[config.mk]
export PLATFORM = sky130hd
export DESIGN_NAME = drive_protection_monitor
export DESIGN_NICKNAME = d
export VERILOG_FILES = /design/src/core/drive_protection_monitor.v
export VERILOG_INCLUDE_DIRS = /design/src /design/src/core
export SDC_FILE = /design/constraint.sdc
export NUM_CORES = 1
export LEC_CHECK = 0
export BUFFER_PORTS_ARGS = -buffer_cell sky130_fd_sc_hd__buf_2
export CORE_UTILIZATION = 40
export CTS_BUF_LIST = sky130_fd_sc_hd__clkbuf_4 sky130_fd_sc_hd__clkbuf_8 sky130_fd_sc_hd__clkbuf_16
export CTS_CLUSTER_DIAMETER = 50
export DETAILED_ROUTE_END_ITERATION = 10
export GPL_TIMING_DRIVEN = 0
export MAX_ROUTING_LAYER = met4
export PLACE_DENSITY = 0.54
export REMOVE_ABC_BUFFERS = 1
export SLEW_MARGIN = 40
export SYNTH_ARGS = -nofsm -noshare
export SYNTH_HDL_FRONTEND = slang
export SYNTH_SLANG_ARGS = --single-unit
export TNS_END_PERCENT = 30
[constraint.sdc]
create_clock -name core_clk -period 36.7 [get_ports core_clk]
set_input_delay 5.505 -clock core_clk [delete_from_list [all_inputs] [get_ports core_clk]]
set_output_delay 5.505 -clock core_clk [all_outputs]
set_load 0.05 [all_outputs]
[src/core/drive_protection_monitor_regs.vh]
// Register map, field layout, reset values and timing for the monitor.
`ifndef DRIVE_PROTECTION_MONITOR_REGS_VH
`define DRIVE_PROTECTION_MONITOR_REGS_VH
`define ADDR_CTRL 8'h00
`define ADDR_LEVEL 8'h04
`define ADDR_TIME1 8'h08
`define ADDR_FAN_DELAY 8'h0C
`define ADDR_AMBIENT 8'h10
`define ADDR_TERMINALS 8'h14
`define ADDR_STATUS 8'h18
`define ADDR_DERATE 8'h1C
`define CTRL_INIT_RST 32'h0000_0000
`define LEVEL_RST 32'h0000_9696
`define TIME1_RST 32'h0000_0001
`define FAN_DELAY_RST 32'h0000_003C
`define AMBIENT_RST 32'h0000_0028
`define TERMINALS_RST 32'h0000_0000
`define CTRL_TSEL 3:0
`define CTRL_IPL_EN 4
`define CTRL_OPL_SEL 6:5
`define CTRL_GF_EN 7
`define CTRL_FAN_MODE 9:8
`define CTRL_INSTALL 11:10
`define CTRL_VECTOR 12
`define CTRL_INIT 13
`define CTRL_CLEAR 14
`define CTRL_INSTALL_LSB 10
`define TSEL_MAX 4'h8
`define TIME1_MAX 32'h0000_0064
`define FAN_DELAY_MAX 32'h0000_012C
`define AMBIENT_MIN 32'shFFFF_FFF6
`define AMBIENT_MAX 32'sh0000_0032
`define FUNC_TORQUE_1 5'h12
`define FUNC_TORQUE_2 5'h14
`define ANALOG_FUNC_LEVEL1 4'hB
`define IPL_CURRENT_PCT 8'h1E
`define OPL_CURRENT_PCT 8'h05
`define FAN_MODE_RUN 2'h0
`define FAN_MODE_POWER 2'h1
`define FAN_MODE_HEAT 2'h2
`define RATED_AMBIENT 8'h28
`define DERATE_STEP 8'h02
`define FULL_PCT 8'h64
`define OVERLOAD_CABINET 8'h96
`define OVERLOAD_SIDE 8'h8C
`define OVERLOAD_OUTSIDE 8'hA0
`define TICKS_PER_SECOND 12'h00A
`define TICK_MS 100
`define CLOCK_HZ 25000000
`define AXI_OKAY 2'h0
`define AXI_SLVERR 2'h2
`endif

[src/core/drive_protection_monitor.v]
// Drive protection supervisor with an AXI4-Lite register slave.
`timescale 1ns/100ps
`include "drive_protection_monitor_regs.vh"
module drive_protection_monitor #(
  parameter TICK_CYCLES = (`CLOCK_HZ / 1000) * `TICK_MS
) (
  // Clock and reset
  input wire core_clk,
  input wire rst_n,
  // AXI4-Lite slave
  input wire [7:0] s_axi_awaddr,
  input wire s_axi_awvalid,
  output reg s_axi_awready,
  input wire [31:0] s_axi_wdata,
  input wire [3:0] s_axi_wstrb,
  input wire s_axi_wvalid,
  output reg s_axi_wready,
  output reg [1:0] s_axi_bresp,
  output reg s_axi_bvalid,
  input wire s_axi_bready,
  input wire [7:0] s_axi_araddr,
  input wire s_axi_arvalid,
  output reg s_axi_arready,
  output reg [31:0] s_axi_rdata,
  output reg [1:0] s_axi_rresp,
  output reg s_axi_rvalid,
  input wire s_axi_rready,
  // Sensed drive quantities
  input wire run_cmd,
  input wire freq_agree,
  input wire decelerating,
  input wire [7:0] current_pct,
  input wire [7:0] torque_pct,
  input wire [23:0] phase_current_pct,
  input wire [3:0] analog_input_function,
  input wire [7:0] analog_level_pct,
  input wire supply_imbalance,
  input wire bus_cap_weak,
  input wire [2:0] ground_leakage,
  input wire heatsink_at_limit,
  // Protection outputs
  output reg overtorque_event,
  output reg undertorque_event,
  output reg torque_alarm,
  output reg torque_fault,
  output reg input_phase_loss_fault,
  output reg output_phase_loss_fault,
  output reg ground_fault_event,
  output reg drive_stop,
  output reg output_cutoff,
  output reg fan_on,
  output reg [3:0] terminal_out,
  output reg [7:0] current_limit_pct,
  output reg [7:0] overload_limit_pct
);

  function [31:0] merge_strb;
    input [31:0] old_val;
    input [31:0] new_val;
    input [3:0] strb;
    integer b;
    begin
      merge_strb = old_val;
      for (b = 0; b < 4; b = b + 1) begin
        if (strb[b]) begin
          merge_strb[b*8 +: 8] = new_val[b*8 +: 8];
        end
      end
    end
  endfunction

  reg rst_s1_reg;
  reg rst_s2_reg;
  always @(posedge core_clk or negedge rst_n) begin
    if (!rst_n) begin
      rst_s1_reg <= 1'b0;
      rst_s2_reg <= 1'b0;
    end else begin
      rst_s1_reg <= 1'b1;
      rst_s2_reg <= rst_s1_reg;
    end
  end
  wire srst_n = rst_s2_reg;

  // Sensed values come from another domain, so all pass two flops.
  localparam SW = 61;
  wire [SW-1:0] raw_in = {run_cmd, freq_agree, decelerating, current_pct,
    torque_pct, phase_current_pct, analog_input_function, analog_level_pct,
    supply_imbalance, bus_cap_weak, ground_leakage, heatsink_at_limit};
  reg [SW-1:0] meta_reg;
  reg [SW-1:0] sync_reg;
  always @(posedge core_clk or negedge srst_n) begin
    if (!srst_n) begin
      meta_reg <= {SW{1'b0}};
      sync_reg <= {SW{1'b0}};
    end else begin
      meta_reg <= raw_in;
      sync_reg <= meta_reg;
    end
  end
  wire run_s = sync_reg[60];
  wire agree_s = sync_reg[59];
  wire decel_s = sync_reg[58];
  wire [7:0] cur_s = sync_reg[57:50];
  wire [7:0] trq_s = sync_reg[49:42];
  wire [23:0] phase_s = sync_reg[41:18];
  wire [3:0] afunc_s = sync_reg[17:14];
  wire [7:0] alevel_s = sync_reg[13:6];
  wire imbalance_s = sync_reg[5];
  wire capweak_s = sync_reg[4];
  wire [2:0] leak_s = sync_reg[3:1];
  wire heat_s = sync_reg[0];

  reg [31:0] ctrl_reg;
  reg [31:0] level_reg;
  reg [31:0] time1_reg;
  reg [31:0] fan_delay_reg;
  reg [31:0] ambient_reg;
  reg [31:0] terminals_reg;
  reg [31:0] status_word;
  reg [31:0] derate_word;

  reg aw_held_reg;
  reg w_held_reg;
  reg [7:0] awaddr_reg;
  reg [31:0] wdata_reg;
  reg [3:0] wstrb_reg;
  wire aw_take = s_axi_awvalid && s_axi_awready;
  wire w_take = s_axi_wvalid && s_axi_wready;
  wire have_aw = aw_held_reg || aw_take;
  wire have_w = w_held_reg || w_take;
  wire [7:0] wr_addr = aw_held_reg ? awaddr_reg : s_axi_awaddr;
  wire [31:0] wr_data = w_held_reg ? wdata_reg : s_axi_wdata;
  wire [3:0] wr_strb = w_held_reg ? wstrb_reg : s_axi_wstrb;
  wire wr_do = have_aw && have_w && !s_axi_bvalid;
  wire [31:0] ctrl_merged = merge_strb(ctrl_reg, wr_data, wr_strb);
  wire ctrl_wr = wr_do && (wr_addr == `ADDR_CTRL);
  wire init_cmd = ctrl_wr && ctrl_merged[`CTRL_INIT];
  wire clear_cmd = ctrl_wr && ctrl_merged[`CTRL_CLEAR];
  reg wr_ok;

  always @* begin
    case (wr_addr)
      `ADDR_CTRL, `ADDR_LEVEL, `ADDR_TIME1, `ADDR_FAN_DELAY,
      `ADDR_AMBIENT, `ADDR_TERMINALS: wr_ok = 1'b1;
      default: wr_ok = 1'b0;
    endcase
  end

  // Out-of-range selector values are refused and the old setting stays.
  always @(posedge core_clk or negedge srst_n) begin
    if (!srst_n) begin
      s_axi_awready <= 1'b0;
      s_axi_wready <= 1'b0;
      s_axi_bvalid <= 1'b0;
      s_axi_bresp <= `AXI_OKAY;
      aw_held_reg <= 1'b0;
      w_held_reg <= 1'b0;
      awaddr_reg <= 8'h00;
      wdata_reg <= 32'h0000_0000;
      wstrb_reg <= 4'h0;
      ctrl_reg <= `CTRL_INIT_RST;
      level_reg <= `LEVEL_RST;
      time1_reg <= `TIME1_RST;
      fan_delay_reg <= `FAN_DELAY_RST;
      ambient_reg <= `AMBIENT_RST;
      terminals_reg <= `TERMINALS_RST;
    end else begin
      s_axi_awready <= !have_aw && !s_axi_bvalid;
      s_axi_wready <= !have_w && !s_axi_bvalid;
      if (aw_take) begin
        aw_held_reg <= 1'b1;
        awaddr_reg <= s_axi_awaddr;
      end
      if (w_take) begin
        w_held_reg <= 1'b1;
        wdata_reg <= s_axi_wdata;
        wstrb_reg <= s_axi_wstrb;
      end
      if (s_axi_bvalid && s_axi_bready) begin
        s_axi_bvalid <= 1'b0;
      end
      if (wr_do) begin
        aw_held_reg <= 1'b0;
        w_held_reg <= 1'b0;
        s_axi_awready <= 1'b0;
        s_axi_wready <= 1'b0;
        s_axi_bvalid <= 1'b1;
        s_axi_bresp <= wr_ok ? `AXI_OKAY : `AXI_SLVERR;
        case (wr_addr)
          `ADDR_CTRL: begin
            if (ctrl_merged[`CTRL_TSEL] <= `TSEL_MAX)
              ctrl_reg[`CTRL_TSEL] <= ctrl_merged[`CTRL_TSEL];
            ctrl_reg[`CTRL_IPL_EN] <= ctrl_merged[`CTRL_IPL_EN];
            if (ctrl_merged[`CTRL_OPL_SEL] != 2'h3)
              ctrl_reg[`CTRL_OPL_SEL] <= ctrl_merged[`CTRL_OPL_SEL];
            ctrl_reg[`CTRL_GF_EN] <= ctrl_merged[`CTRL_GF_EN];
            if (ctrl_merged[`CTRL_FAN_MODE] != 2'h3)
              ctrl_reg[`CTRL_FAN_MODE] <= ctrl_merged[`CTRL_FAN_MODE];
            if (ctrl_merged[`CTRL_INSTALL] != 2'h3)
              ctrl_reg[`CTRL_INSTALL] <= ctrl_merged[`CTRL_INSTALL];
            ctrl_reg[`CTRL_VECTOR] <= ctrl_merged[`CTRL_VECTOR];
          end
          `ADDR_LEVEL: level_reg <= merge_strb(level_reg, wr_data, wr_strb);
          `ADDR_TIME1: begin
            if (merge_strb(time1_reg, wr_data, wr_strb) <= `TIME1_MAX)
              time1_reg <= merge_strb(time1_reg, wr_data, wr_strb);
          end
          `ADDR_FAN_DELAY: begin
            if (merge_strb(fan_delay_reg, wr_data, wr_strb) <= `FAN_DELAY_MAX)
              fan_delay_reg <= merge_strb(fan_delay_reg, wr_data, wr_strb);
          end
          `ADDR_AMBIENT: begin
            if ($signed(merge_strb(ambient_reg, wr_data, wr_strb)) >=
                `AMBIENT_MIN && $signed(merge_strb(ambient_reg, wr_data,
                wr_strb)) <= `AMBIENT_MAX)
              ambient_reg <= merge_strb(ambient_reg, wr_data, wr_strb);
          end
          `ADDR_TERMINALS:
            terminals_reg <= merge_strb(terminals_reg, wr_data, wr_strb);
          default: ;
        endcase
        // Initialisation restores every setting except the install method.
        if (init_cmd) begin
          ctrl_reg <= `CTRL_INIT_RST;
          ctrl_reg[`CTRL_INSTALL] <= ctrl_reg[`CTRL_INSTALL];
          level_reg <= `LEVEL_RST;
          time1_reg <= `TIME1_RST;
          fan_delay_reg <= `FAN_DELAY_RST;
          ambient_reg <= `AMBIENT_RST;
          terminals_reg <= `TERMINALS_RST;
        end
      end
    end
  end

  always @(posedge core_clk or negedge srst_n) begin
    if (!srst_n) begin
      s_axi_arready <= 1'b0;
      s_axi_rvalid <= 1'b0;
      s_axi_rdata <= 32'h0000_0000;
      s_axi_rresp <= `AXI_OKAY;
    end else begin
      s_axi_arready <= !s_axi_rvalid && !(s_axi_arvalid && s_axi_arready);
      if (s_axi_rvalid && s_axi_rready) begin
        s_axi_rvalid <= 1'b0;
      end
      if (s_axi_arvalid && s_axi_arready) begin
        s_axi_rvalid <= 1'b1;
        s_axi_rresp <= `AXI_OKAY;
        case (s_axi_araddr)
          `ADDR_CTRL: s_axi_rdata <= ctrl_reg;
          `ADDR_LEVEL: s_axi_rdata <= level_reg;
          `ADDR_TIME1: s_axi_rdata <= time1_reg;
          `ADDR_FAN_DELAY: s_axi_rdata <= fan_delay_reg;
          `ADDR_AMBIENT: s_axi_rdata <= ambient_reg;
          `ADDR_TERMINALS: s_axi_rdata <= terminals_reg;
          `ADDR_STATUS: s_axi_rdata <= status_word;
          `ADDR_DERATE: s_axi_rdata <= derate_word;
          default: begin
            s_axi_rdata <= 32'h0000_0000;
            s_axi_rresp <= `AXI_SLVERR;
          end
        endcase
      end
    end
  end

  // Tenth-of-a-second tick shared by the detection and fan timers.
  reg [31:0] tick_cnt_reg;
  wire tick = (tick_cnt_reg == TICK_CYCLES - 1);
  always @(posedge core_clk or negedge srst_n) begin
    if (!srst_n) tick_cnt_reg <= 32'h0000_0000;
    else tick_cnt_reg <= tick ? 32'h0000_0000 : tick_cnt_reg + 32'h1;
  end

  wire [3:0] tsel = ctrl_reg[`CTRL_TSEL];
  wire tsel_on = (tsel != 4'h0) && (tsel <= `TSEL_MAX);
  wire tsel_under = (tsel > 4'h4);
  wire tsel_fault = (tsel == 4'h3) || (tsel == 4'h4) || (tsel == 4'h7) ||
    (tsel == 4'h8);
  wire [7:0] watched = ctrl_reg[`CTRL_VECTOR] ? trq_s : cur_s;
  wire [7:0] level1 = (afunc_s == `ANALOG_FUNC_LEVEL1) ? alevel_s :
    level_reg[7:0];
  wire window = tsel[0] ? (run_s && agree_s) : run_s;
  wire beyond = tsel_under ? (watched < level1) : (watched > level1);
  wire cond = tsel_on && window && beyond;
  reg [6:0] persist_reg;
  reg detect_reg;
  always @(posedge core_clk or negedge srst_n) begin
    if (!srst_n) begin
      persist_reg <= 7'h00;
      detect_reg <= 1'b0;
    end else if (!cond) begin
      persist_reg <= 7'h00;
      detect_reg <= 1'b0;
    end else if (tick) begin
      if (persist_reg <= time1_reg[6:0]) persist_reg <= persist_reg + 7'h1;
      else detect_reg <= 1'b1;
    end
  end

  // Output phase loss is only judged while the drive is running.
  wire [2:0] phase_lost;
  genvar p;
  generate
    for (p = 0; p < 3; p = p + 1) begin : g_phase
      assign phase_lost[p] = run_s &&
        (phase_s[p*8 +: 8] < `OPL_CURRENT_PCT);
    end
  endgenerate
  wire [1:0] lost_count = {1'b0, phase_lost[0]} + {1'b0, phase_lost[1]} +
    {1'b0, phase_lost[2]};
  wire opl_hit = (ctrl_reg[`CTRL_OPL_SEL] == 2'h1 && lost_count >= 2'h1) ||
    (ctrl_reg[`CTRL_OPL_SEL] == 2'h2 && lost_count >= 2'h2);
  wire ipl_hit = ctrl_reg[`CTRL_IPL_EN] && (imbalance_s || capweak_s) &&
    run_s && !decel_s && (cur_s > `IPL_CURRENT_PCT);
  wire gf_hit = ctrl_reg[`CTRL_GF_EN] && (leak_s != 3'h0);

  // Faults latch until cleared; a new hit in the clear cycle survives.
  always @(posedge core_clk or negedge srst_n) begin
    if (!srst_n) begin
      overtorque_event <= 1'b0;
      undertorque_event <= 1'b0;
      torque_alarm <= 1'b0;
      torque_fault <= 1'b0;
      input_phase_loss_fault <= 1'b0;
      output_phase_loss_fault <= 1'b0;
      ground_fault_event <= 1'b0;
      drive_stop <= 1'b0;
      output_cutoff <= 1'b0;
    end else begin
      overtorque_event <= detect_reg && !tsel_under;
      undertorque_event <= detect_reg && tsel_under;
      torque_alarm <= detect_reg && !tsel_fault;
      torque_fault <= (detect_reg && tsel_fault) ||
        (torque_fault && !clear_cmd);
      input_phase_loss_fault <= ipl_hit ||
        (input_phase_loss_fault && !clear_cmd);
      output_phase_loss_fault <= opl_hit ||
        (output_phase_loss_fault && !clear_cmd);
      ground_fault_event <= gf_hit || (ground_fault_event && !clear_cmd);
      drive_stop <= (detect_reg && tsel_fault) || ipl_hit || opl_hit ||
        gf_hit || ((torque_fault || input_phase_loss_fault ||
        output_phase_loss_fault || ground_fault_event) && !clear_cmd);
      output_cutoff <= opl_hit ||
        (output_phase_loss_fault && !clear_cmd);
    end
  end

  always @(posedge core_clk or negedge srst_n) begin
    if (!srst_n) begin
      terminal_out <= 4'h0;
    end else begin
      terminal_out <= 4'h0;
      terminal_out[0] <= detect_reg &&
        (terminals_reg[4:0] == `FUNC_TORQUE_1 ||
         terminals_reg[4:0] == `FUNC_TORQUE_2);
      terminal_out[1] <= detect_reg &&
        (terminals_reg[9:5] == `FUNC_TORQUE_1 ||
         terminals_reg[9:5] == `FUNC_TORQUE_2);
      terminal_out[2] <= detect_reg &&
        (terminals_reg[14:10] == `FUNC_TORQUE_1 ||
         terminals_reg[14:10] == `FUNC_TORQUE_2);
      terminal_out[3] <= detect_reg &&
        (terminals_reg[19:15] == `FUNC_TORQUE_1 ||
         terminals_reg[19:15] == `FUNC_TORQUE_2);
    end
  end

  reg [11:0] fan_cnt_reg;
  wire [11:0] fan_limit = fan_delay_reg[8:0] * `TICKS_PER_SECOND;
  always @(posedge core_clk or negedge srst_n) begin
    if (!srst_n) begin
      fan_on <= 1'b0;
      fan_cnt_reg <= 12'h000;
    end else begin
      case (ctrl_reg[`CTRL_FAN_MODE])
        `FAN_MODE_RUN: begin
          if (run_s) begin
            fan_on <= 1'b1;
            fan_cnt_reg <= 12'h000;
          end else if (fan_cnt_reg >= fan_limit) begin
            fan_on <= 1'b0;
          end else if (tick) begin
            fan_cnt_reg <= fan_cnt_reg + 12'h001;
          end
        end
        `FAN_MODE_POWER: fan_on <= 1'b1;
        `FAN_MODE_HEAT: fan_on <= heat_s;
        default: fan_on <= 1'b0;
      endcase
    end
  end

  wire [7:0] amb = ambient_reg[7:0];
  wire amb_over = !amb[7] && (amb > `RATED_AMBIENT);
  wire [7:0] excess = amb - `RATED_AMBIENT;
  wire [7:0] derate = excess * `DERATE_STEP;
  always @(posedge core_clk or negedge srst_n) begin
    if (!srst_n) begin
      current_limit_pct <= `FULL_PCT;
      overload_limit_pct <= `OVERLOAD_CABINET;
    end else begin
      current_limit_pct <= amb_over ? (`FULL_PCT - derate) : `FULL_PCT;
      case (ctrl_reg[`CTRL_INSTALL])
        2'h1: overload_limit_pct <= `OVERLOAD_SIDE;
        2'h2: overload_limit_pct <= `OVERLOAD_OUTSIDE;
        default: overload_limit_pct <= `OVERLOAD_CABINET;
      endcase
    end
  end

  always @* begin
    status_word = {22'h000000, fan_on, output_cutoff, drive_stop,
      ground_fault_event, output_phase_loss_fault, input_phase_loss_fault,
      torque_fault, torque_alarm, undertorque_event, overtorque_event};
    derate_word = {16'h0000, overload_limit_pct, current_limit_pct};
  end

endmodule // drive_protection_monitor

---- Yosys cells after proc, flatten, opt, wreduce, memory -nomap -nowiden ----
Cells that the tools add are included.
storage, ports and cells
  bits in registers ....................... 465
  bits in latches ......................... 0
  memory bits (writable) .................. 0
  memory bits (read-only) ................. 0
  input bits .............................. 120
  output and inout port bits .............. 71
  word-level logic and storage cells ...... 336
  memories kept ........................... 0
cells by class
  $add $sub $neg .......................... 7
  multipliers ............................. 1
  div/mod/pow operators ................... 0
  $lt $le $gt $ge ......................... 18
  equality and inequality tests ........... 40
  shift-type cells ........................ 0
  multiplexer cells ....................... 97
  bitwise logic cells ..................... 1
  reduce and logical (&&, ||, !) cells .... 122
operator list
  kind                   number
  $mux 32                15
  $mux 8                 45
  $pmux 32 s8            1
  $le 32x7->1 const B    2
  $reduce_and 3->1       17
  $eq 8x5->1 const B     6
  $logic_and 1x1->1      42
  $reduce_bool 2->1      21
  $eq 5x5->1 const B     8
  $mux 12                3
  $add 32x1->32 const B  1
  $eq 32x22->1 const B   1
  $eq 8x4->1 const B     4
  $ge 32x5->1 const B    1
  $le 32x9->1 const B    1
  $mux 7                 4
  $mux 13                2
  $lt 8x3->1 const B     3
  $logic_or 1x1->1       22
  $mux 1                 18
  $eq 8x3->1 const B     2
  $logic_not 8->1        2
  $add 12x1->12 const B  1
  $ge 12x12->1           1
  36 further kinds       63

---- Longest topological paths before layout ----
  depth in word-level cells ............... 10
  depth in mapped cells ................... 17
  mapped depth without buffers ............ 16

---- Worst setup path after synthesis ----
No wires, ideal clock.
  kind .................................... input to register
  from .................................... input port s_axi_wstrb[1]
  to ...................................... register fan_delay_reg[0]
  library setup time ...................... 0.121 ns
  arrival ................................. 7.559 ns
  path slack .............................. 29.020 ns
  cell stages on the path ................. 9
  path buffers ............................ 1
  cell sequence ........................... buf_2 > mux2i_2 > and3_1 > a21oi_1 > or4_1 > o31ai_2 > o31ai_2 > a21o_1 > a22o_1
on the way
  longest elaborated chain between the ends .. 7
  elaborated cells between the ends (all ways) .. 11
ends and longest elaborated chain
  what                         RTL line                        text
  start: declaration           drive_protection_monitor.v:15   input wire [3:0] s_axi_wstrb,
  $mux 4 *                     drive_protection_monitor.v:134  wire [3:0] wr_strb = w_held_reg ? wstrb_reg : s_axi_wstrb;
  $mux 8                       drive_protection_monitor.v:65   if (strb[b]) begin
  $mux 8                       drive_protection_monitor.v:190  case (wr_addr)
  $mux 8                       drive_protection_monitor.v:183  if (wr_do) begin
  $le 32x9->1 (no line)        --
  $reduce_bool 2->1 (no line)  --
  $reduce_and 3->1 (no line)   --
  end signal: assignment       drive_protection_monitor.v:165  fan_delay_reg <= `FAN_DELAY_RST;
  end signal: assignment       drive_protection_monitor.v:211  fan_delay_reg <= merge_strb(fan_delay_reg, wr_data, wr_strb);
  end signal: assignment       drive_protection_monitor.v:229  fan_delay_reg <= `FAN_DELAY_RST;
  end: declaration             drive_protection_monitor.v:117  reg [31:0] fan_delay_reg;
Mark *: on every way between the ends. The rest lies on a longest branch, timed or not. The select of a mux whose other input is x is not followed.
A chain may end at the register's enable or synchronous reset.

---- Worst setup path after layout ----
  from .................................... input port s_axi_awaddr[0]
  to ...................................... register level_reg[13]
on the way
  longest elaborated chain between the ends .. 6
  elaborated cells between the ends (all ways) .. 9
ends and longest elaborated chain
  what                         RTL line                        text
  start: declaration           drive_protection_monitor.v:11   input wire [7:0] s_axi_awaddr,
  $mux 8 *                     drive_protection_monitor.v:132  wire [7:0] wr_addr = aw_held_reg ? awaddr_reg : s_axi_awaddr;
  $logic_not 8->1              --
  $logic_and 1x1->1            drive_protection_monitor.v:137  wire ctrl_wr = wr_do && (wr_addr == `ADDR_CTRL);
  $logic_and 1x1->1            drive_protection_monitor.v:138  wire init_cmd = ctrl_wr && ctrl_merged[`CTRL_INIT];
  $reduce_bool 2->1 (no line)  --
  $reduce_and 3->1 (no line)   --
  end signal: assignment       drive_protection_monitor.v:163  level_reg <= `LEVEL_RST;
  end signal: assignment       drive_protection_monitor.v:204  `ADDR_LEVEL: level_reg <= merge_strb(level_reg, wr_data, wr_strb);
  end signal: assignment       drive_protection_monitor.v:227  level_reg <= `LEVEL_RST;
  end: declaration             drive_protection_monitor.v:115  reg [31:0] level_reg;
Mark *: on every way between the ends. The rest lies on a longest branch, timed or not.

==> flow_summary.json <==
{
  "grt_pass1_vias": 15500,
  "p_leak_nw": 11.7,
  "grt_usage_pct": 23.4,
  "crit_slowest_cell": "nor4_4",
  "critPathLaunchType": "input port",
  "gr-total-overflow": 0,
  "antenna_found_initial": 5,
  "drtIter0Drc": 1152,
  "cts_sinks": 458,
  "power.density_nw_per_um2": 58.9,
  "path_cells": "buf_2, nor4_1, a22oi_1, nor4_4, and2_4, buf_12, a21oi_1, or3_1, mux2_2",
  "drt-pass1-iter-count": 5,
  "grt_pass1_wl_um": 92900,
  "die_area_um2": 53200,
  "htree_levels": 2,
  "final_cell_mix": "dfrtp_1, buf_2, nand2_1, mux2_2, nor2_1",
  "fin_nets": 2180,
  "synth_top_cell_by_area": "dfrtp_1",
  "required_ps": 37190,
  "postCtsResizedCells": 0,
  "core_area_um2": 51500,
  "root_buffer": "clkbuf_16",
  "drive_gt1_share_pct": 25.2,
  "die_w_um": 231,
  "synthDistinctLibCells": 81,
  "start_util_pct": 40.6,
  "final_common_cell": "dfrtp_1",
  "clk_latency_ps": 620,
  "vias": 15300,
  "ys_ff_latch": 458,
  "finalClockSkew_ps": 23.8,
  "yosys_most_used_dff": "dfrtp_1",
  "crit_type": "in2reg",
  "tightest_slew_ps": 888,
  "ys_seq_area_share_pct": 54.9,
  "io_buffers": 184,
  "postSynthAreaPerCell_um2": 11.6,
  "synth_top_area_share_pct": 52.4,
  "routed_wl_um": 59400,
  "end_kind": "register",
  "postCtsSetupBuffers": 0,
  "die_h_um": 231,
  "arrival_ps": 8960,
  "row_count": 83,
  "fin_util_pct": 48.5,
  "finalWeightedCongestion": 0.903,
  "synth-edff-count": 0,
  "fin_crit_sh_pct": 23.1,
  "fin_crit_ps": 8480,
  "final_hold_viol_count": 0,
  "post_drt_wl_per_cell_um": 21.7,
  "slew_headroom_pct": 40.8,
  "rrSetupSlack_ps": 32420,
  "async_reset_ff_share_pct": 100,
  "rsz0062_at_grt": "no",
  "hp-class": "reg2async",
  "cp_max_fo": 40,
  "dp_hpwl_um": 43800,
  "slowest_delay_ps": 750,
  "clk_pin_slew_worst_paths_ps": 60,
  "tns_ps": 0,
  "netlist_instances": 1804,
  "cts_buffers": 54,
  "status": "finished clean",
  "max-cap-violations": 0,
  "max-vdd-ir-drop_uv": 36.3,
  "cts_tree": "done",
  "ctsHoldBuffers": 0,
  "synth.area.top_cells": "dfrtp_1, mux2_2, mux2i_1",
  "io_pins": 191,
  "finalSetupViolCount": 0,
  "area_delta_synth_final_pct": 19.4,
  "syn-cell-area_um2": 20900,
  "ys_warn_count": 0,
  "grt_max_degree": 44,
  "clockBufferDepth": 3,
  "ant_nets": 0,
  "drc": 0,
  "clock.fmax_mhz": 118,
  "finalMaxSlewViolations": 0,
  "via_per_inst": 5.60
}
-- critical path, delay by kind of cell --
kind                   cells  cell delay, ps
AND/OR/NAND/NOR            4            2170
AO/OA/AOI/OAI              2             500
buffers and inverters      2             380
multiplexers               1             370
-- synthesized netlist by cell type, types with 7 or more instances --
cell type and n:
dfrtp_1 438, nor4_1 29, or2_2 11, clkbuf_1 52
nand4_1 21, a21oi_1 81, inv_1 47, nand2b_1 9
a222oi_1 22, nor2_1 109, a31oi_1 14, nand2_1 114
and2_1 55, dfstp_2 20, xor2_1 15, ha_1 50
mux2i_1 100, o21a_1 9, nor3_1 37, o21ai_0 46
nand3_1 44, o31ai_1 11, xnor2_1 39, a21o_1 14
or4_1 7, a22oi_1 58, nor2b_1 14, buf_4 14
and3_1 19, mux2_2 110, buf_2 21, a22o_1 52
-- through the flow --
step           total power (W)  setup WS [ps]  instances  area, um^2  hold slack [ps]
4_1_cts                0.00148          28290       2731       24900              285
3_5_place_dp          0.000912          27650       2632       23000              280
5_1_grt                0.00154          28120       2736       25000              304
2_1_floorplan         0.000806          23020       1715       20500              331
6_report               0.00147          28220       2736       25000              265
3_3_place_gp          0.000900          17740       2579       22200              333
-- area by class of cell --
cell class / instances / area (um^2)
fill: 4667 / 26500
inverter: 47 / 176
clock inverter: 34 / 405
multi-input combinational: 1210 / 8950
antenna: 5 / 12.5
timing repair buffer: 237 / 1590
tap: 680 / 851
sequential: 458 / 11500
clock buffer: 65 / 1480
-- cells by family (layout without fill, tap and decap cells) --
| group | Yosys count | in the layout | share of synthesized area, % |
|---|---|---|---|
| other | 2 | 12 | 0.0359 |
| flip-flops | 458 | 458 | 54.9 |
| adder cells (fa/ha/maj) | 52 | 52 | 3.18 |
| AND/OR/NAND/NOR | 511 | 511 | 12.7 |
| AO/OA/AOI/OAI | 373 | 373 | 12.8 |
| buffers and inverters | 141 | 383 | 3.12 |
| multiplexers | 213 | 213 | 10.9 |
| XOR/XNOR | 54 | 54 | 2.26 |
-- power by group --
part | total [W] | leakage, nW | switching (W) | internal [W]
clock network | 0.000564 | 0.926 | 0.000229 | 0.000335
logic | 0.000303 | 4.87 | 0.000181 | 0.000122
registers | 0.000603 | 5.88 | 0.0000529 | 0.000550
total | 0.00147 | 11.7 | 0.000463 | 0.00101
-- metal layers --
metal | part of all wire (%) | GRT usage [%] | wire length, um
met2 | 47 | 36.2 | 27900
met4 | 2.3 | 6.93 | 1370
met3 | 5.9 | 3.59 | 3490
met5 | 0 | - | 0
met1 | 45 | 31.9 | 26700
-- final timing paths --
check	startpoint	cells after the start	to
worst max-delay path	s_axi_awaddr[0]	9	level_reg[13]
min in group core_clk	meta_reg[6]	0	sync_reg[6]
worst max register to register	w_held_reg	12	ambient_reg[2]
max in group asynchronous	rst_n	1	rst_s2_reg
worst min-delay path	rst_s2_reg	0	meta_reg[39]
worst min register to register	rst_s2_reg	0	meta_reg[39]
Power figures use the tool's default switching activity.
